<file path="config.mk">
export PLATFORM = sky130hd
export DESIGN_NAME = sfwp_protect
export DESIGN_NICKNAME = d
export VERILOG_FILES = /design/src/rtl/sfwp_pkg.sv /design/src/rtl/sfwp_spi_front.sv /design/src/rtl/sfwp_protect.sv
export VERILOG_INCLUDE_DIRS = /design/src /design/src/rtl
export SDC_FILE = /design/constraint.sdc
export NUM_CORES = 1
export LEC_CHECK = 0
export BUFFER_PORTS_ARGS = -buffer_cell sky130_fd_sc_hd__buf_2
export CAP_MARGIN = 25
export CORE_MARGIN = 2
export CORE_UTILIZATION = 55
export CTS_CLUSTER_DIAMETER = 200
export DETAILED_ROUTE_END_ITERATION = 7
export PLACE_DENSITY = 0.85
export SYNTH_ARGS = -nofsm -noshare
export SYNTH_HDL_FRONTEND = slang
export SYNTH_SLANG_ARGS = --single-unit
</file>
<file path="constraint.sdc">
create_clock -name mclk -period 5.73 [get_ports mclk]
set_clock_uncertainty 0.2 [all_clocks]
set_input_delay 0.8595 -clock mclk [delete_from_list [all_inputs] [get_ports mclk]]
set_output_delay 0.8595 -clock mclk [all_outputs]
set_load 0.01 [all_outputs]
</file>
<file path="src/rtl/sfwp_regs.svh">
// Constants of the flash write-protection block: opcodes, bits, timing
`ifndef SFWP_REGS_SVH
`define SFWP_REGS_SVH

// Instruction opcodes
`define SFWP_OP_WREN 8'h06
`define SFWP_OP_WRDI 8'h04
`define SFWP_OP_RDSR_LO 8'h05
`define SFWP_OP_RDSR_HI 8'h35
`define SFWP_OP_WRSR 8'h01
`define SFWP_OP_PP 8'h02
`define SFWP_OP_QPP 8'h32
`define SFWP_OP_SE 8'h20
`define SFWP_OP_BE32 8'h52
`define SFWP_OP_BE64 8'hD8
`define SFWP_OP_CE_A 8'h60
`define SFWP_OP_CE_B 8'hC7
`define SFWP_OP_SREG_ERASE 8'h44
`define SFWP_OP_SREG_PROG 8'h42
`define SFWP_OP_PD 8'hB9
`define SFWP_OP_RPD 8'hAB
`define SFWP_OP_PAUSE_A 8'h75
`define SFWP_OP_PAUSE_B 8'hB0
`define SFWP_OP_RES_A 8'h7A
`define SFWP_OP_RES_B 8'h30

// Bit counts of complete frames
`define SFWP_BITS_OP 6'h08
`define SFWP_BITS_SR1 6'h10
`define SFWP_BITS_SR2 6'h18
`define SFWP_BITS_ADDR 6'h20
`define SFWP_BITS_DATA 6'h28
`define SFWP_BITS_MAX 6'h3F

// Positions in the 16-bit status word
`define SFWP_S_BUSY 0
`define SFWP_S_WLATCH 1
`define SFWP_S_BP_LO 2
`define SFWP_S_BP_HI 4
`define SFWP_S_TOPBOT 5
`define SFWP_S_GRAN 6
`define SFWP_S_GUARD 7
`define SFWP_S_LOCKDN 8
`define SFWP_S_QUAD 9
`define SFWP_S_SLOCK_LO 11
`define SFWP_S_SLOCK_HI 13
`define SFWP_S_INV 14
`define SFWP_S_PAUSE 15

// Reset values of the nonvolatile fields
`define SFWP_BP_RST 3'h0
`define SFWP_SLOCK_RST 3'h0

// Array geometry in bytes
`define SFWP_ARRAY 22'h20_0000
`define SFWP_BLOCK64 22'h01_0000
`define SFWP_BLOCK32 22'h00_8000
`define SFWP_SECTOR 22'h00_1000
`define SFWP_PAGE 22'h00_0100

// Timing: clock rate in MHz, times in microseconds, cycles derived
`define SFWP_CLK_MHZ 50
`define SFWP_T_STATUS_US 3000
`define SFWP_T_PROG_US 1500
`define SFWP_T_SERASE_US 3000
`define SFWP_T_BERASE_US 3000
`define SFWP_T_CHIP_US 6000
`define SFWP_T_PUW_US 1000
`define SFWP_T_STATUS_CYC (`SFWP_T_STATUS_US * `SFWP_CLK_MHZ)
`define SFWP_T_PROG_CYC (`SFWP_T_PROG_US * `SFWP_CLK_MHZ)
`define SFWP_T_SERASE_CYC (`SFWP_T_SERASE_US * `SFWP_CLK_MHZ)
`define SFWP_T_BERASE_CYC (`SFWP_T_BERASE_US * `SFWP_CLK_MHZ)
`define SFWP_T_CHIP_CYC (`SFWP_T_CHIP_US * `SFWP_CLK_MHZ)
`define SFWP_T_PUW_CYC (`SFWP_T_PUW_US * `SFWP_CLK_MHZ)

`endif

</file>
<file path="src/rtl/sfwp_pkg.sv">
// Types of the flash write-protection block
package sfwp_pkg;
	typedef enum logic [1:0] {SFWP_IDLE, SFWP_RUN, SFWP_PAUSED} sfwp_act_t;
endpackage : sfwp_pkg

</file>
<file path="src/rtl/sfwp_spi_front.sv">
// Pin synchronisers and edge finders for the serial bus
`timescale 1ns/1ps
module sfwp_spi_front
(
	input wire logic mclk,
	input wire logic rstn,
	input wire logic sclkPin,
	input wire logic csNPin,
	input wire logic mosiPin,
	input wire logic wpNPin,
	input wire logic supplyPin,
	output logic sclkRise,
	output logic sclkFall,
	output logic csRise,
	output logic csActive,
	output logic mosiBit,
	output logic wpN,
	output logic supplyOk
);
	import sfwp_pkg::*;

	// Bits: 0 clock, 1 select, 2 data, 3 guard pin, 4 supply
	logic [4:0] meta;
	logic [4:0] sync;
	logic [4:0] prev;
	logic [4:0] next_meta;
	logic [4:0] next_sync;
	logic [4:0] next_prev;

	// Two-stage capture, third stage only for edges
	always_comb
	begin
		next_meta = {supplyPin, wpNPin, mosiPin, csNPin, sclkPin};
		next_sync = meta;
		next_prev = sync;
	end

	// Select idles high, everything else low
	always_ff @(posedge mclk or negedge rstn)
	begin
		if (!rstn)
		begin
			meta <= 5'h02;
			sync <= 5'h02;
			prev <= 5'h02;
		end
		else
		begin
			meta <= next_meta;
			sync <= next_sync;
			prev <= next_prev;
		end
	end

	// Clock edges count only inside a selected frame
	assign csActive = ~sync[1];
	assign csRise = sync[1] & ~prev[1];
	assign sclkRise = sync[0] & ~prev[0] & ~sync[1];
	assign sclkFall = ~sync[0] & prev[0] & ~sync[1];
	assign mosiBit = sync[2];
	assign wpN = sync[3];
	assign supplyOk = sync[4];
endmodule : sfwp_spi_front

</file>
<file path="src/rtl/sfwp_protect.sv">
// Write protection and status control of a serial NOR flash
// How it works
// - Supply below inhibit level holds volatile state reset, no instruction taken.
// - After supply rises, writes and write enable wait the power-up delay.
// - Power-up clears the write latch.
// - Program, erase and status write need the write latch set first.
// - Write enable sets the latch, read back at status bit 1.
// - Write disable and every started write operation clear the latch.
// - Busy bit 0 is high while a write operation runs.
// - While busy only status read and suspend of a program or erase are taken.
// - In power-down only release power-down is taken.
// - Protect level bits 4..2 written by status write, default zero.
// - Top/bottom bit picks where the protected range starts.
// - Granularity bit picks 4KB sectors or 64KB blocks.
// - Guard bit clear: guard pin ignored, status write needs the write latch.
// - Guard bit set: guard pin low refuses status writes.
// - Guard pin counts only while quad lanes are off.
// - Suspend sets the paused flag; resume or power cycle clears it.
// - Invert bit swaps protected and unprotected regions.
// - Security lock bits only set, then their register stays read-only.
// - Quad enable bit turns guard and pause pins into lanes.
// - Program or erase touching a protected region is ignored.
// - Lock-down bit refuses status writes until the next power cycle.
// - Quad instructions are taken only with quad enable set.
`timescale 1ns/1ps
`include "sfwp_regs.svh"
module sfwp_protect
#(
	parameter int unsigned T_STATUS_CYC = `SFWP_T_STATUS_CYC,
	parameter int unsigned T_PROG_CYC = `SFWP_T_PROG_CYC,
	parameter int unsigned T_SERASE_CYC = `SFWP_T_SERASE_CYC,
	parameter int unsigned T_BERASE_CYC = `SFWP_T_BERASE_CYC,
	parameter int unsigned T_CHIP_CYC = `SFWP_T_CHIP_CYC,
	parameter int unsigned T_PUW_CYC = `SFWP_T_PUW_CYC
)
(
	input wire logic mclk,
	input wire logic rstn,
	input wire logic sclkPin,
	input wire logic csNPin,
	input wire logic mosiPin,
	input wire logic wpNPin,
	input wire logic supplyPin,
	output logic miso,
	output logic misoOe,
	output logic busy,
	output logic writeLatch,
	output logic quadIoEnable
);
	import sfwp_pkg::*;

	logic sclkRise, sclkFall, csRise, csActive, mosiBit, wpSync, supplyOk;
	logic [5:0] bitCnt, next_bitCnt;
	logic [31:0] shiftSr, next_shiftSr;
	logic [7:0] opcode, next_opcode;
	logic [20:0] addr, next_addr;
	logic reading, next_reading, readHigh, next_readHigh;
	logic [2:0] outIdx, next_outIdx;
	logic next_miso, next_misoOe;
	sfwp_act_t act, next_act;
	logic next_busy, next_writeLatch, next_quadIoEnable;
	logic pausedOpFlag, next_pausedOpFlag, statusLockDown, next_statusLockDown;
	logic pwrDown, next_pwrDown, puDone, next_puDone;
	logic runIsStatus, next_runIsStatus;
	logic [31:0] puCnt, next_puCnt, timer, next_timer, dur;
	logic [2:0] protectLevel, next_protectLevel;
	logic [2:0] securityLock, next_securityLock;
	logic topBottomSelect, next_topBottomSelect;
	logic granularitySelect, next_granularitySelect;
	logic statusWriteGuard, next_statusWriteGuard;
	logic invertProtection, next_invertProtection;
	logic [15:0] statusWord, newWord;
	logic [21:0] span, tLo, tHi;
	logic freeOk, guardBlock, hit, lockHit, fmtOk;
	logic wrenGo, wrdiGo, srGo, arrGo, secGo, startOp;
	logic suspendGo, resumeGo, pdGo, rpdGo, endRun;

	sfwp_spi_front u_front
	(
		.mclk(mclk),
		.rstn(rstn),
		.sclkPin(sclkPin),
		.csNPin(csNPin),
		.mosiPin(mosiPin),
		.wpNPin(wpNPin),
		.supplyPin(supplyPin),
		.sclkRise(sclkRise),
		.sclkFall(sclkFall),
		.csRise(csRise),
		.csActive(csActive),
		.mosiBit(mosiBit),
		.wpN(wpSync),
		.supplyOk(supplyOk)
	);

	// True when opcode is one of two values
	function automatic logic op_is(input logic [7:0] op, input logic [7:0] a,
		input logic [7:0] b);
		op_is = (op == a) || (op == b);
	endfunction : op_is

	// True when the target range touches protected array
	function automatic logic prot_hit(input logic [2:0] lvl,
		input logic bottom, input logic fine, input logic inv,
		input logic [21:0] lo, input logic [21:0] hi);
		logic [21:0] size;
		logic [21:0] pLo;
		logic [21:0] pHi;
		logic [2:0] sh;
		sh = (fine && lvl[2]) ? 3'h3 : lvl - 3'h1;
		if (lvl == 3'h0)
			size = 22'h00_0000;
		else if (lvl[2:1] == 2'b11)
			size = `SFWP_ARRAY;
		else
			size = (fine ? `SFWP_SECTOR : `SFWP_BLOCK64) << sh;
		pLo = bottom ? 22'h00_0000 : `SFWP_ARRAY - size;
		pHi = bottom ? size : `SFWP_ARRAY;
		prot_hit = inv ? ((lo < pLo) || (hi > pHi)) : ((lo < pHi) && (pLo < hi));
	endfunction : prot_hit

	// Live status word, read-only bits included
	always_comb
	begin
		statusWord = 16'h0000;
		statusWord[`SFWP_S_BUSY] = busy;
		statusWord[`SFWP_S_WLATCH] = writeLatch;
		statusWord[`SFWP_S_BP_HI:`SFWP_S_BP_LO] = protectLevel;
		statusWord[`SFWP_S_TOPBOT] = topBottomSelect;
		statusWord[`SFWP_S_GRAN] = granularitySelect;
		statusWord[`SFWP_S_GUARD] = statusWriteGuard;
		statusWord[`SFWP_S_LOCKDN] = statusLockDown;
		statusWord[`SFWP_S_QUAD] = quadIoEnable;
		statusWord[`SFWP_S_SLOCK_HI:`SFWP_S_SLOCK_LO] = securityLock;
		statusWord[`SFWP_S_INV] = invertProtection;
		statusWord[`SFWP_S_PAUSE] = pausedOpFlag;
	end

	// Target span of an array write, and its duration
	always_comb
	begin
		span = `SFWP_PAGE;
		dur = T_PROG_CYC;
		fmtOk = 1'b0;
		case (opcode)
			`SFWP_OP_PP: fmtOk = bitCnt >= `SFWP_BITS_DATA;
			`SFWP_OP_QPP: fmtOk = quadIoEnable && (bitCnt >= `SFWP_BITS_ADDR);
			`SFWP_OP_SE:
			begin
				span = `SFWP_SECTOR;
				dur = T_SERASE_CYC;
				fmtOk = bitCnt == `SFWP_BITS_ADDR;
			end
			`SFWP_OP_BE32:
			begin
				span = `SFWP_BLOCK32;
				dur = T_BERASE_CYC;
				fmtOk = bitCnt == `SFWP_BITS_ADDR;
			end
			`SFWP_OP_BE64:
			begin
				span = `SFWP_BLOCK64;
				dur = T_BERASE_CYC;
				fmtOk = bitCnt == `SFWP_BITS_ADDR;
			end
			`SFWP_OP_CE_A, `SFWP_OP_CE_B:
			begin
				span = `SFWP_ARRAY;
				dur = T_CHIP_CYC;
				fmtOk = bitCnt == `SFWP_BITS_OP;
			end
			`SFWP_OP_SREG_ERASE: dur = T_SERASE_CYC;
			default: dur = T_PROG_CYC;
		endcase
		if (srGo)
			dur = T_STATUS_CYC;
		tLo = {1'b0, addr & ~(span[20:0] - 21'h00_0001)};
		tHi = tLo + span;
	end

	assign hit = prot_hit(protectLevel, topBottomSelect, granularitySelect,
		invertProtection, tLo, tHi);
	assign lockHit = (addr[13:12] == 2'h0) || securityLock[addr[13:12] - 2'h1];
	// guard pin, only with quad lanes off
	assign guardBlock = statusWriteGuard && !quadIoEnable && !wpSync;
	assign freeOk = supplyOk && !pwrDown && (act != SFWP_RUN);
	assign wrenGo = csRise && freeOk && puDone && bitCnt == `SFWP_BITS_OP
		&& opcode == `SFWP_OP_WREN;
	assign wrdiGo = csRise && freeOk && bitCnt == `SFWP_BITS_OP
		&& opcode == `SFWP_OP_WRDI;
	assign srGo = csRise && freeOk && act == SFWP_IDLE && puDone && writeLatch
		&& !statusLockDown && !guardBlock && opcode == `SFWP_OP_WRSR
		&& (bitCnt == `SFWP_BITS_SR1 || bitCnt == `SFWP_BITS_SR2);
	assign arrGo = csRise && freeOk && act == SFWP_IDLE && puDone && writeLatch
		&& fmtOk && !hit;
	assign secGo = csRise && freeOk && act == SFWP_IDLE && puDone && writeLatch
		&& !lockHit && ((opcode == `SFWP_OP_SREG_ERASE
		&& bitCnt == `SFWP_BITS_ADDR) || (opcode == `SFWP_OP_SREG_PROG
		&& bitCnt >= `SFWP_BITS_DATA));
	assign startOp = srGo || arrGo || secGo;
	assign suspendGo = csRise && supplyOk && !pwrDown && act == SFWP_RUN
		&& !runIsStatus && bitCnt == `SFWP_BITS_OP
		&& op_is(opcode, `SFWP_OP_PAUSE_A, `SFWP_OP_PAUSE_B);
	assign resumeGo = csRise && supplyOk && !pwrDown && act == SFWP_PAUSED
		&& bitCnt == `SFWP_BITS_OP
		&& op_is(opcode, `SFWP_OP_RES_A, `SFWP_OP_RES_B);
	assign pdGo = csRise && freeOk && bitCnt == `SFWP_BITS_OP
		&& opcode == `SFWP_OP_PD;
	assign rpdGo = csRise && supplyOk && pwrDown && bitCnt == `SFWP_BITS_OP
		&& opcode == `SFWP_OP_RPD;
	assign endRun = act == SFWP_RUN && timer == 32'h0000_0001;
	assign newWord = (bitCnt == `SFWP_BITS_SR2)
		? {shiftSr[7:0], shiftSr[15:8]} : {statusWord[15:8], shiftSr[7:0]};

	// Serial side: bit shifting, opcode capture, status read-out
	always_comb
	begin
		next_bitCnt = bitCnt;
		next_shiftSr = shiftSr;
		next_opcode = opcode;
		next_addr = addr;
		next_reading = reading;
		next_readHigh = readHigh;
		next_outIdx = outIdx;
		next_miso = miso;
		next_misoOe = misoOe;
		if (!csActive)
		begin
			next_bitCnt = 6'h00;
			next_reading = 1'b0;
			next_misoOe = 1'b0;
		end
		else
		begin
			if (sclkRise)
			begin
				next_shiftSr = {shiftSr[30:0], mosiBit};
				if (bitCnt != `SFWP_BITS_MAX)
					next_bitCnt = bitCnt + 6'h01;
				if (bitCnt == `SFWP_BITS_OP - 6'h01)
				begin
					next_opcode = {shiftSr[6:0], mosiBit};
					// status read allowed even while busy
					next_reading = supplyOk && !pwrDown && op_is(next_opcode,
						`SFWP_OP_RDSR_LO, `SFWP_OP_RDSR_HI);
					next_readHigh = next_opcode == `SFWP_OP_RDSR_HI;
					next_outIdx = 3'h0;
				end
				if (bitCnt == `SFWP_BITS_ADDR - 6'h01)
					next_addr = {shiftSr[19:0], mosiBit};
			end
			if (sclkFall && reading)
			begin
				next_miso = statusWord[{readHigh, ~outIdx}];
				next_misoOe = 1'b1;
				next_outIdx = outIdx + 3'h1;
			end
		end
	end

	// Serial side registers
	always_ff @(posedge mclk or negedge rstn)
	begin
		if (!rstn)
		begin
			bitCnt <= 6'h00;
			shiftSr <= 32'h0000_0000;
			opcode <= 8'h00;
			addr <= 21'h00_0000;
			reading <= 1'b0;
			readHigh <= 1'b0;
			outIdx <= 3'h0;
			miso <= 1'b0;
			misoOe <= 1'b0;
		end
		else
		begin
			bitCnt <= next_bitCnt;
			shiftSr <= next_shiftSr;
			opcode <= next_opcode;
			addr <= next_addr;
			reading <= next_reading;
			readHigh <= next_readHigh;
			outIdx <= next_outIdx;
			miso <= next_miso;
			misoOe <= next_misoOe;
		end
	end

	// Control side: latch, busy timer, power states, status fields
	always_comb
	begin
		next_act = act;
		next_busy = busy;
		next_writeLatch = writeLatch;
		next_pausedOpFlag = pausedOpFlag;
		next_statusLockDown = statusLockDown;
		next_pwrDown = pwrDown;
		next_puDone = puDone;
		next_puCnt = puCnt;
		next_timer = timer;
		next_runIsStatus = runIsStatus;
		next_protectLevel = protectLevel;
		next_securityLock = securityLock;
		next_topBottomSelect = topBottomSelect;
		next_granularitySelect = granularitySelect;
		next_statusWriteGuard = statusWriteGuard;
		next_invertProtection = invertProtection;
		next_quadIoEnable = quadIoEnable;
		if (!puDone)
		begin
			next_puCnt = puCnt + 32'h0000_0001;
			next_puDone = puCnt >= T_PUW_CYC - 32'h0000_0001;
		end
		if (act == SFWP_RUN)
		begin
			next_timer = timer - 32'h0000_0001;
			if (endRun)
			begin
				next_act = SFWP_IDLE;
				next_busy = 1'b0;
			end
		end
		if (wrenGo)
			next_writeLatch = 1'b1;
		if (wrdiGo)
			next_writeLatch = 1'b0;
		if (startOp)
		begin
			next_act = SFWP_RUN;
			next_busy = 1'b1;
			next_writeLatch = 1'b0;
			next_timer = (dur == 32'h0000_0000) ? 32'h0000_0001 : dur;
			next_runIsStatus = srGo;
		end
		if (srGo)
		begin
			next_protectLevel = newWord[`SFWP_S_BP_HI:`SFWP_S_BP_LO];
			next_topBottomSelect = newWord[`SFWP_S_TOPBOT];
			next_granularitySelect = newWord[`SFWP_S_GRAN];
			next_statusWriteGuard = newWord[`SFWP_S_GUARD];
			next_invertProtection = newWord[`SFWP_S_INV];
			next_quadIoEnable = newWord[`SFWP_S_QUAD];
			next_securityLock = securityLock
				| newWord[`SFWP_S_SLOCK_HI:`SFWP_S_SLOCK_LO];
			next_statusLockDown = statusLockDown | newWord[`SFWP_S_LOCKDN];
		end
		if (suspendGo)
		begin
			next_act = SFWP_PAUSED;
			next_busy = 1'b0;
			next_pausedOpFlag = 1'b1;
		end
		if (resumeGo)
		begin
			next_act = SFWP_RUN;
			next_busy = 1'b1;
			next_pausedOpFlag = 1'b0;
		end
		if (pdGo)
			next_pwrDown = 1'b1;
		if (rpdGo)
			next_pwrDown = 1'b0;
		if (!supplyOk)
		begin
			next_act = SFWP_IDLE;
			next_busy = 1'b0;
			next_writeLatch = 1'b0;
			next_pausedOpFlag = 1'b0;
			next_statusLockDown = 1'b0;
			next_pwrDown = 1'b0;
			next_puDone = 1'b0;
			next_puCnt = 32'h0000_0000;
			next_timer = 32'h0000_0000;
		end
	end

	// Control registers; nonvolatile fields clear only on rstn
	always_ff @(posedge mclk or negedge rstn)
	begin
		if (!rstn)
		begin
			act <= SFWP_IDLE;
			busy <= 1'b0;
			writeLatch <= 1'b0;
			pausedOpFlag <= 1'b0;
			statusLockDown <= 1'b0;
			pwrDown <= 1'b0;
			puDone <= 1'b0;
			puCnt <= 32'h0000_0000;
			timer <= 32'h0000_0000;
			runIsStatus <= 1'b0;
			protectLevel <= `SFWP_BP_RST;
			securityLock <= `SFWP_SLOCK_RST;
			topBottomSelect <= 1'b0;
			granularitySelect <= 1'b0;
			statusWriteGuard <= 1'b0;
			invertProtection <= 1'b0;
			quadIoEnable <= 1'b0;
		end
		else
		begin
			act <= next_act;
			busy <= next_busy;
			writeLatch <= next_writeLatch;
			pausedOpFlag <= next_pausedOpFlag;
			statusLockDown <= next_statusLockDown;
			pwrDown <= next_pwrDown;
			puDone <= next_puDone;
			puCnt <= next_puCnt;
			timer <= next_timer;
			runIsStatus <= next_runIsStatus;
			protectLevel <= next_protectLevel;
			securityLock <= next_securityLock;
			topBottomSelect <= next_topBottomSelect;
			granularitySelect <= next_granularitySelect;
			statusWriteGuard <= next_statusWriteGuard;
			invertProtection <= next_invertProtection;
			quadIoEnable <= next_quadIoEnable;
		end
	end
endmodule : sfwp_protect

</file>
After elaboration in Yosys (flattened, before gate mapping)
Index checks and enable logic that the tools add are counted.

Muxes and demuxes: 59. $add $sub $neg: 9. Eq/ne operators: 40. Shift operators: 1. Bitwise logic cells: 14. Reduce and logical (&&, ||, !) cells: 81. Magnitude comparators: 9.

Operator list (count): $mux 32 (7); $mux 22 (4); $pmux 22 s4 (1); $eq 8x7->1 const B (6); $lt 21x22->1 (2); $logic_and 1x1->1 (42); $eq 8x8->1 const B (5); $pmux 19 s2 (1); $add 32x1->32 const B (1); $eq 32x1->1 const B (1); $eq 8x6->1 const B (4); $ge 32x16->1 const B (1); $logic_not 32->1 (1); $sub 32x1->32 const B (1); $mux 1 (28); $eq 8x3->1 const B (3); $add 21x22->22 (1); $gt 22x22->1 (1); $lt 22x22->1 (1); $shl 17x3->22 (1); $sub 22x22->22 const A (1); $and 21x21->21 (1); $not 21->21 (1); $sub 21x1->21 const B (1); 44 further kinds (97).

Word-level logic and storage cells: 242. Register bits after elaboration: 158. Input port bits: 7.

Depth between registers and ports, before layout
Depth in word-level cells: 18. Gate-level depth with buffers: 24. Mapped depth without buffers: 22.

Hierarchy
Synthesis repeated with hierarchy kept, for this count alone.

Cells, all modules: 933. Area, all modules: 9018.6 um2.

Modules (own cells, without submodules): sfwp_protect (cells each 917, sequential area each 3428.3 um2, instances 1, area each 8689.6 um2); sfwp_spi_front (cells each 16, sequential area each 304.0 um2, instances 1, area each 329.1 um2).

Worst setup path before layout
OpenSTA, ideal clock, no wires.

Kind: register -> register. Start point: register opcode[5]. End point: register writeLatch. Arrival: 5.109 ns. Period minus slack after synthesis: 5.390 ns. Slack: 0.340 ns. Stages on the path, launching flop included: 25. Path through: dfrtp_1 buf_6 nor4b_1 nand4_2 nand3_2 o21ai_2 and2_1 ha_1 nand2_1 nor2_1 a41o_1 a31oi_2 maj3_2 or3_1 xnor2_1 ha_1 a21o_1 a21o_1 a211oi_1 o221ai_1 a311o_1 a311o_1 buf_2 buf_6 nor3_2.

Longest elaborated chain between the ends: 16. Elaborated cells between the ends (all ways): 44.

Ends and longest elaborated chain: start, declared (line sfwp_protect.sv:55) `logic [7:0] opcode, next_opcode;`; start signal, assigned (line sfwp_protect.sv:280) `opcode <= next_opcode;`; $eq 8x7->1 or $eq 8x8->1 (tied branches) (line sfwp_protect.sv:145) `case (opcode)`; $reduce_or 2->1 (line sfwp_protect.sv:145); $pmux 22 s4 (line sfwp_protect.sv:145); $sub 21x1->21 (line sfwp_protect.sv:177) `tLo = {1'b0, addr & ~(span[20:0] - 21'h00_0001)};`; $not 21->21 (line sfwp_protect.sv:177); $and 21x21->21 (line sfwp_protect.sv:177); $add 21x22->22 (line sfwp_protect.sv:178) `tHi = tLo + span;`; $lt 22x22->1 or $gt 22x22->1 (tied branches) (line sfwp_protect.sv:119) `prot_hit = inv ? ((lo < pLo) || (hi > pHi)) : ((lo < pHi) && (pLo < hi));`; $logic_and 1x1->1 or $logic_or 1x1->1 (tied branches) (line sfwp_protect.sv:119); $mux 1 (line sfwp_protect.sv:119); $logic_not 1->1 (line sfwp_protect.sv:195) `&& fmtOk && !hit;`; $logic_and 1x1->1 (line sfwp_protect.sv:195); $logic_or 1x1->1 (2 in series) (line sfwp_protect.sv:200) `assign startOp = srGo || arrGo || secGo;`; $mux 1 (line sfwp_protect.sv:328) `if (startOp)`; $mux 1 (line sfwp_protect.sv:364) `if (!supplyOk)`; end signal, assigned (line sfwp_protect.sv:405) `writeLatch <= next_writeLatch;`; end, declared (line sfwp_protect.sv:47) `output logic writeLatch,`.

Parallel ways exist; a longest one is shown, timed or not. A chain may end at the register's enable or synchronous reset.

Final worst setup path
Start point: register opcode[2]. End point: register timer[1].

Longest elaborated chain between the ends: 16. Elaborated cells between the ends (all ways): 44.

Ends and longest elaborated chain: $eq 8x7->1 or $eq 8x8->1 (tied branches) (line sfwp_protect.sv:145); $reduce_or 2->1 (line sfwp_protect.sv:145); $pmux 22 s4 (line sfwp_protect.sv:145); $sub 21x1->21 (line sfwp_protect.sv:177); $not 21->21 (line sfwp_protect.sv:177); $and 21x21->21 (line sfwp_protect.sv:177); $add 21x22->22 (line sfwp_protect.sv:178); $lt 22x22->1 or $gt 22x22->1 (tied branches) (line sfwp_protect.sv:119); $logic_and 1x1->1 or $logic_or 1x1->1 (tied branches) (line sfwp_protect.sv:119); $mux 1 (line sfwp_protect.sv:119); $logic_not 1->1 (line sfwp_protect.sv:195); $logic_and 1x1->1 (line sfwp_protect.sv:195); $logic_or 1x1->1 (2 in series) (line sfwp_protect.sv:200); $mux 32 (line sfwp_protect.sv:328); $mux 32 (line sfwp_protect.sv:364); end signal, assigned (line sfwp_protect.sv:411) `timer <= next_timer;`; end, declared (line sfwp_protect.sv:65) `logic [31:0] puCnt, next_puCnt, timer, next_timer, dur;`.

Parallel ways exist; a longest one is shown, timed or not.

==> qor.csv <==
stage,metric,value,unit
logic_synthesis,syn_nets,984,
detailed_routing,wl_per_cell,18.3,um
grt,grt_pass1_vias,7113,
worst_setup_path,startpoint_type,flop,
detailed_routing,initialDrtViolationCount,637,
logic_synthesis,yosys.area_share.simple,0.224,
logic_synthesis,synth-compound-area-share,0.0966,
detailed_routing,dr.pass1.iters,5,
grt,grtUsageTotal,0.251,
worst_setup_path,cp_slowest_cell,dfrtp_2,
logic_synthesis,syn_inst,926,
floorplan,ios,12,
floorplan,coreArea,0.0158,mm^2
power,power.share.switching,0.239,
logic_synthesis,synth-edff-count,0,
timing,period_share,0.983,
layout,postLayoutCellArea,0.00999,mm^2
layout,fin_cells,1175,
logic_synthesis,synthArstFlopShare,1.00,
worst_setup_path,cp.buffers_inverters,1,
clocking,clkSinkCount,149,
logic_synthesis,synthMuxAreaShare,0.0731,
worst_setup_path,path_max_fanout,27,
clocking,cts_buffer_depth,2,
detailed_routing,ant_nets,0,
logic_synthesis,ys_ff_latch,149,
timing,tightest_slew,854,ps
hold_path,holdPathStages,0,
power,combPwrFrac,0.044,
power,powerDensity,232,mW/mm^2
logic_synthesis,synth.avg_cell_area,9.61,um^2
clocking,path_clk_slew,60,ps
grt,grt_antenna_before_repair,0,
logic_synthesis,synthFlopType,dfrtp_1,
clocking,cts_root_buffer,clkbuf_16,
layout,nFillCells,1184,
timing,hold_viol_final,0,
power,pwr-share-clk,0.462,
hold_path,min_path_type,flop to flop,
logic_synthesis,syn-cell-area,0.00890,mm^2
placed_design,port_buffers,11,
clocking,cts_buffers,17,
timing,timing.hold.ws,148,ps
timing,finalMaxSlewViolations,0,
detailed_routing,num_vias,7318,
timing,maxSlewHeadroom,0.423,
worst_setup_path,end_kind,flop,
worst_setup_path,critPathMaxStageDelay,520,ps
layout,syn_to_final_growth,12.2,%
power,seqPwrFrac,0.494,
layout,layout-drive-gt1-share,0.162,
floorplan,die_h,131,um
power,switching_power,553,uW
placed_design,place_hpwl,14400,um
worst_setup_path,crit_type,flop to flop,
worst_setup_path,worstPathRequired,5880,ps
logic_synthesis,synth-adder-area-share,0.0730,
grt,grt_first_pass_wirelength,35200,um
floorplan,die_w,131,um
logic_synthesis,synth_warnings,0,
timing,finalSetupViolCount,0,
placed_design,place_area,0.00914,mm^2
placed_design,dp_cells,1130,
logic_synthesis,synthXorXnorAreaFrac,0.0748,
layout,n_antenna_cell,0,
timing,rsz0062_at_grt,yes,
power,p_leak,0.00461,uW
worst_setup_path,critical_path.top_delay_family,compound AO/OA/AOI/OAI gates,
floorplan,dieArea,0.0172,mm^2
floorplan,start_util,0.562,
worst_setup_path,cp.depth,22,
layout,nets,1005,
logic_synthesis,yosys.cell_types.count,72,
placed_design,gp_congestion,0.986,
power,peakVddDrop,0.261,mV
timing,clock.fmax,178,MHz
status,status,completed,
worst_setup_path,worstRegToRegCells,22,
clocking,cts_max_level,4,
grt,grt.overflow.total,0,
run,drv_cap,0,
power,p_int,1760,uW
worst_setup_path,cp_cell_sequence,nor4b_4 -> and4_4 -> o21a_4 -> o21ai_2 -> and2_4 -> ha_4 -> nand2_1 -> nor2_1 -> a41o_1 -> a31oi_4 -> maj3_2 -> or3_4 -> xnor2_2 -> ha_1 -> a21o_1 -> a21o_1 -> a211oi_2 -> o221ai_2 -> a311o_1 -> a311o_1 -> buf_12 -> a211oi_2,
logic_synthesis,synth-seq-area-share,0.419,
clocking,cts_tree,done,
logic_synthesis,synth_top_family_by_area,simple AND/OR/NAND/NOR gates,
floorplan,row_count,46,
clocking,clk_latency,430,ps
detailed_routing,drc,0,
timing,min_period,5630,ps
detailed_routing,routed_wl,21500,um
worst_setup_path,critPathArrivalTime,5780,ps
grt,grt_max_degree,107,
detailed_routing,vias_per_cell,6.23,
==> layout by cell type, fill, tap and decap left out, drive strengths merged, types with 4 or more instances in the layout <==
cell	count
nor3b	8
ha	51
nand2	86
xnor2	36
nand2b	6
a21o	9
xor2	40
o211ai	5
mux2	40
buf	37
or3	11
nand4	23
nor2b	11
and3	17
nor3	26
and2	13
clkinvlp	4
nor4b	11
o21ai	44
or2	6
dfrtp	146
a21oi	31
mux4	4
clkinv	4
inv	44
mux2i	11
a31oi	8
nor2	93
clkbuf	21
nand3	33
nor4	25
==> logic make-up (layout without fill, tap and decap cells) <==
| logic type | count (synthesis) | count (layout) |
|---|---|---|
| simple gates | 383 | 383 |
| flops | 149 | 149 |
| compound gates | 132 | 132 |
| buf+inv | 79 | 112 |
| xor+xnor | 76 | 76 |
| mux | 55 | 55 |
| fa+ha+maj | 52 | 52 |
==> stage by stage <==
stage	total power, uW	setup TNS [ps]	setup slack [ps]	utilization
final	2320	0	97.4	0.631
after global routing	2390	-862	-189	0.631
after CTS	2320	0	0.953	0.616
after detailed placement	1260	-79.3	-64.7	0.578
after global placement	1250	0	141	0.578
after floorplan	1200	0	340	-
==> worst paths after layout <==
check	startpoint	endpoint	slack, ps
setup / recovery	opcode[2]	timer[1]	100
hold / removal	u_front.meta[3]	u_front.next_prev[3]	150
setup reg to reg	opcode[2]	timer[1]	100
hold reg to reg	u_front.meta[3]	u_front.next_prev[3]	150
max in group asynchronous	rstn	puDone	3490
min in group asynchronous	rstn	statusWriteGuard	570
==> state kept, by name, indices dropped and copies added (netlist names), 2 cells and up <==
register / flops
securityLock: 3
addr: 13
bitCnt: 6
shiftSr: 20
opcode: 8
puCnt: 32
timer: 32
u_front.prev: 2
u_front.next_prev: 5
outIdx: 3
u_front.meta: 5
protectLevel: 3
==> final cells by class <==
class	instances	area, um^2	area share
clock inverter	10	97.6	0.00977
tap	216	270	0.0271
timing repair buffer	38	297	0.0297
sequential	149	3740	0.375
clock buffer	21	470	0.0471
multi-input combinational	698	4950	0.495
inverter	43	165	0.0165
==> synthesized netlist by cell type (3+ instances only) <==
cell / number / share of area
a31oi_1: 7 / 0.0049
or2_2: 6 / 0.0042
a311o_1: 3 / 0.0034
nand2_1: 86 / 0.036
buf_2: 9 / 0.0051
a21oi_1: 31 / 0.017
clkbuf_1: 17 / 0.0072
and2_1: 13 / 0.0091
mux2i_1: 11 / 0.012
dfstp_2: 3 / 0.0089
a211oi_1: 3 / 0.0025
buf_1: 4 / 0.0017
nor3b_1: 8 / 0.0067
mux2_2: 40 / 0.051
o22ai_1: 3 / 0.0021
and4_1: 3 / 0.0030
nand4_1: 22 / 0.015
nor2_1: 93 / 0.039
or3_1: 10 / 0.0070
o21ai_1: 3 / 0.0017
nor2b_1: 11 / 0.0077
o211ai_1: 5 / 0.0042
o41ai_1: 3 / 0.0030
a21o_1: 9 / 0.0076
nor4_1: 25 / 0.018
buf_6: 4 / 0.0051
nor3_1: 25 / 0.014
mux4_2: 4 / 0.010
nor4b_1: 10 / 0.0098
inv_1: 43 / 0.018
xnor2_1: 36 / 0.035
nand2b_1: 6 / 0.0042
ha_1: 51 / 0.072
dfrtp_1: 146 / 0.41
nand3_1: 32 / 0.018
xor2_1: 40 / 0.039
and3_1: 17 / 0.012
o21ai_0: 39 / 0.022
==> power groups by stage <==
stage / Combinational, uW / Clock (uW) / Sequential, uW
CTS: 99.6 / 1080 / 1140
detailed placement: 97.9 / 0 / 1160
global route: 114 / 1130 / 1150
finish: 102 / 1070 / 1140
global placement: 91.5 / 0 / 1160
floorplan: 62.9 / 0 / 1140
==> repair_timing <==
action,4_1_cts,5_1_grt
pin swaps,1,9
endpoints found under the setup margin,30,35
gates cloned,0,1
endpoints found under the hold margin,0,1
gates resized for setup,11,23
setup buffers,0,11
hold buffers,0,1
==> per-layer routing <==
metal | global-route usage | vias to the layer above | wire, um
li1 | - | 3346 | -
met1 | 0.327 | 3595 | 8840
met2 | 0.410 | 297 | 10600
met3 | 0.0448 | 80 | 1340
met4 | 0.118 | 0 | 737
met5 | 0 | - | 0
Note: power is estimated with default switching activity, not from simulation.
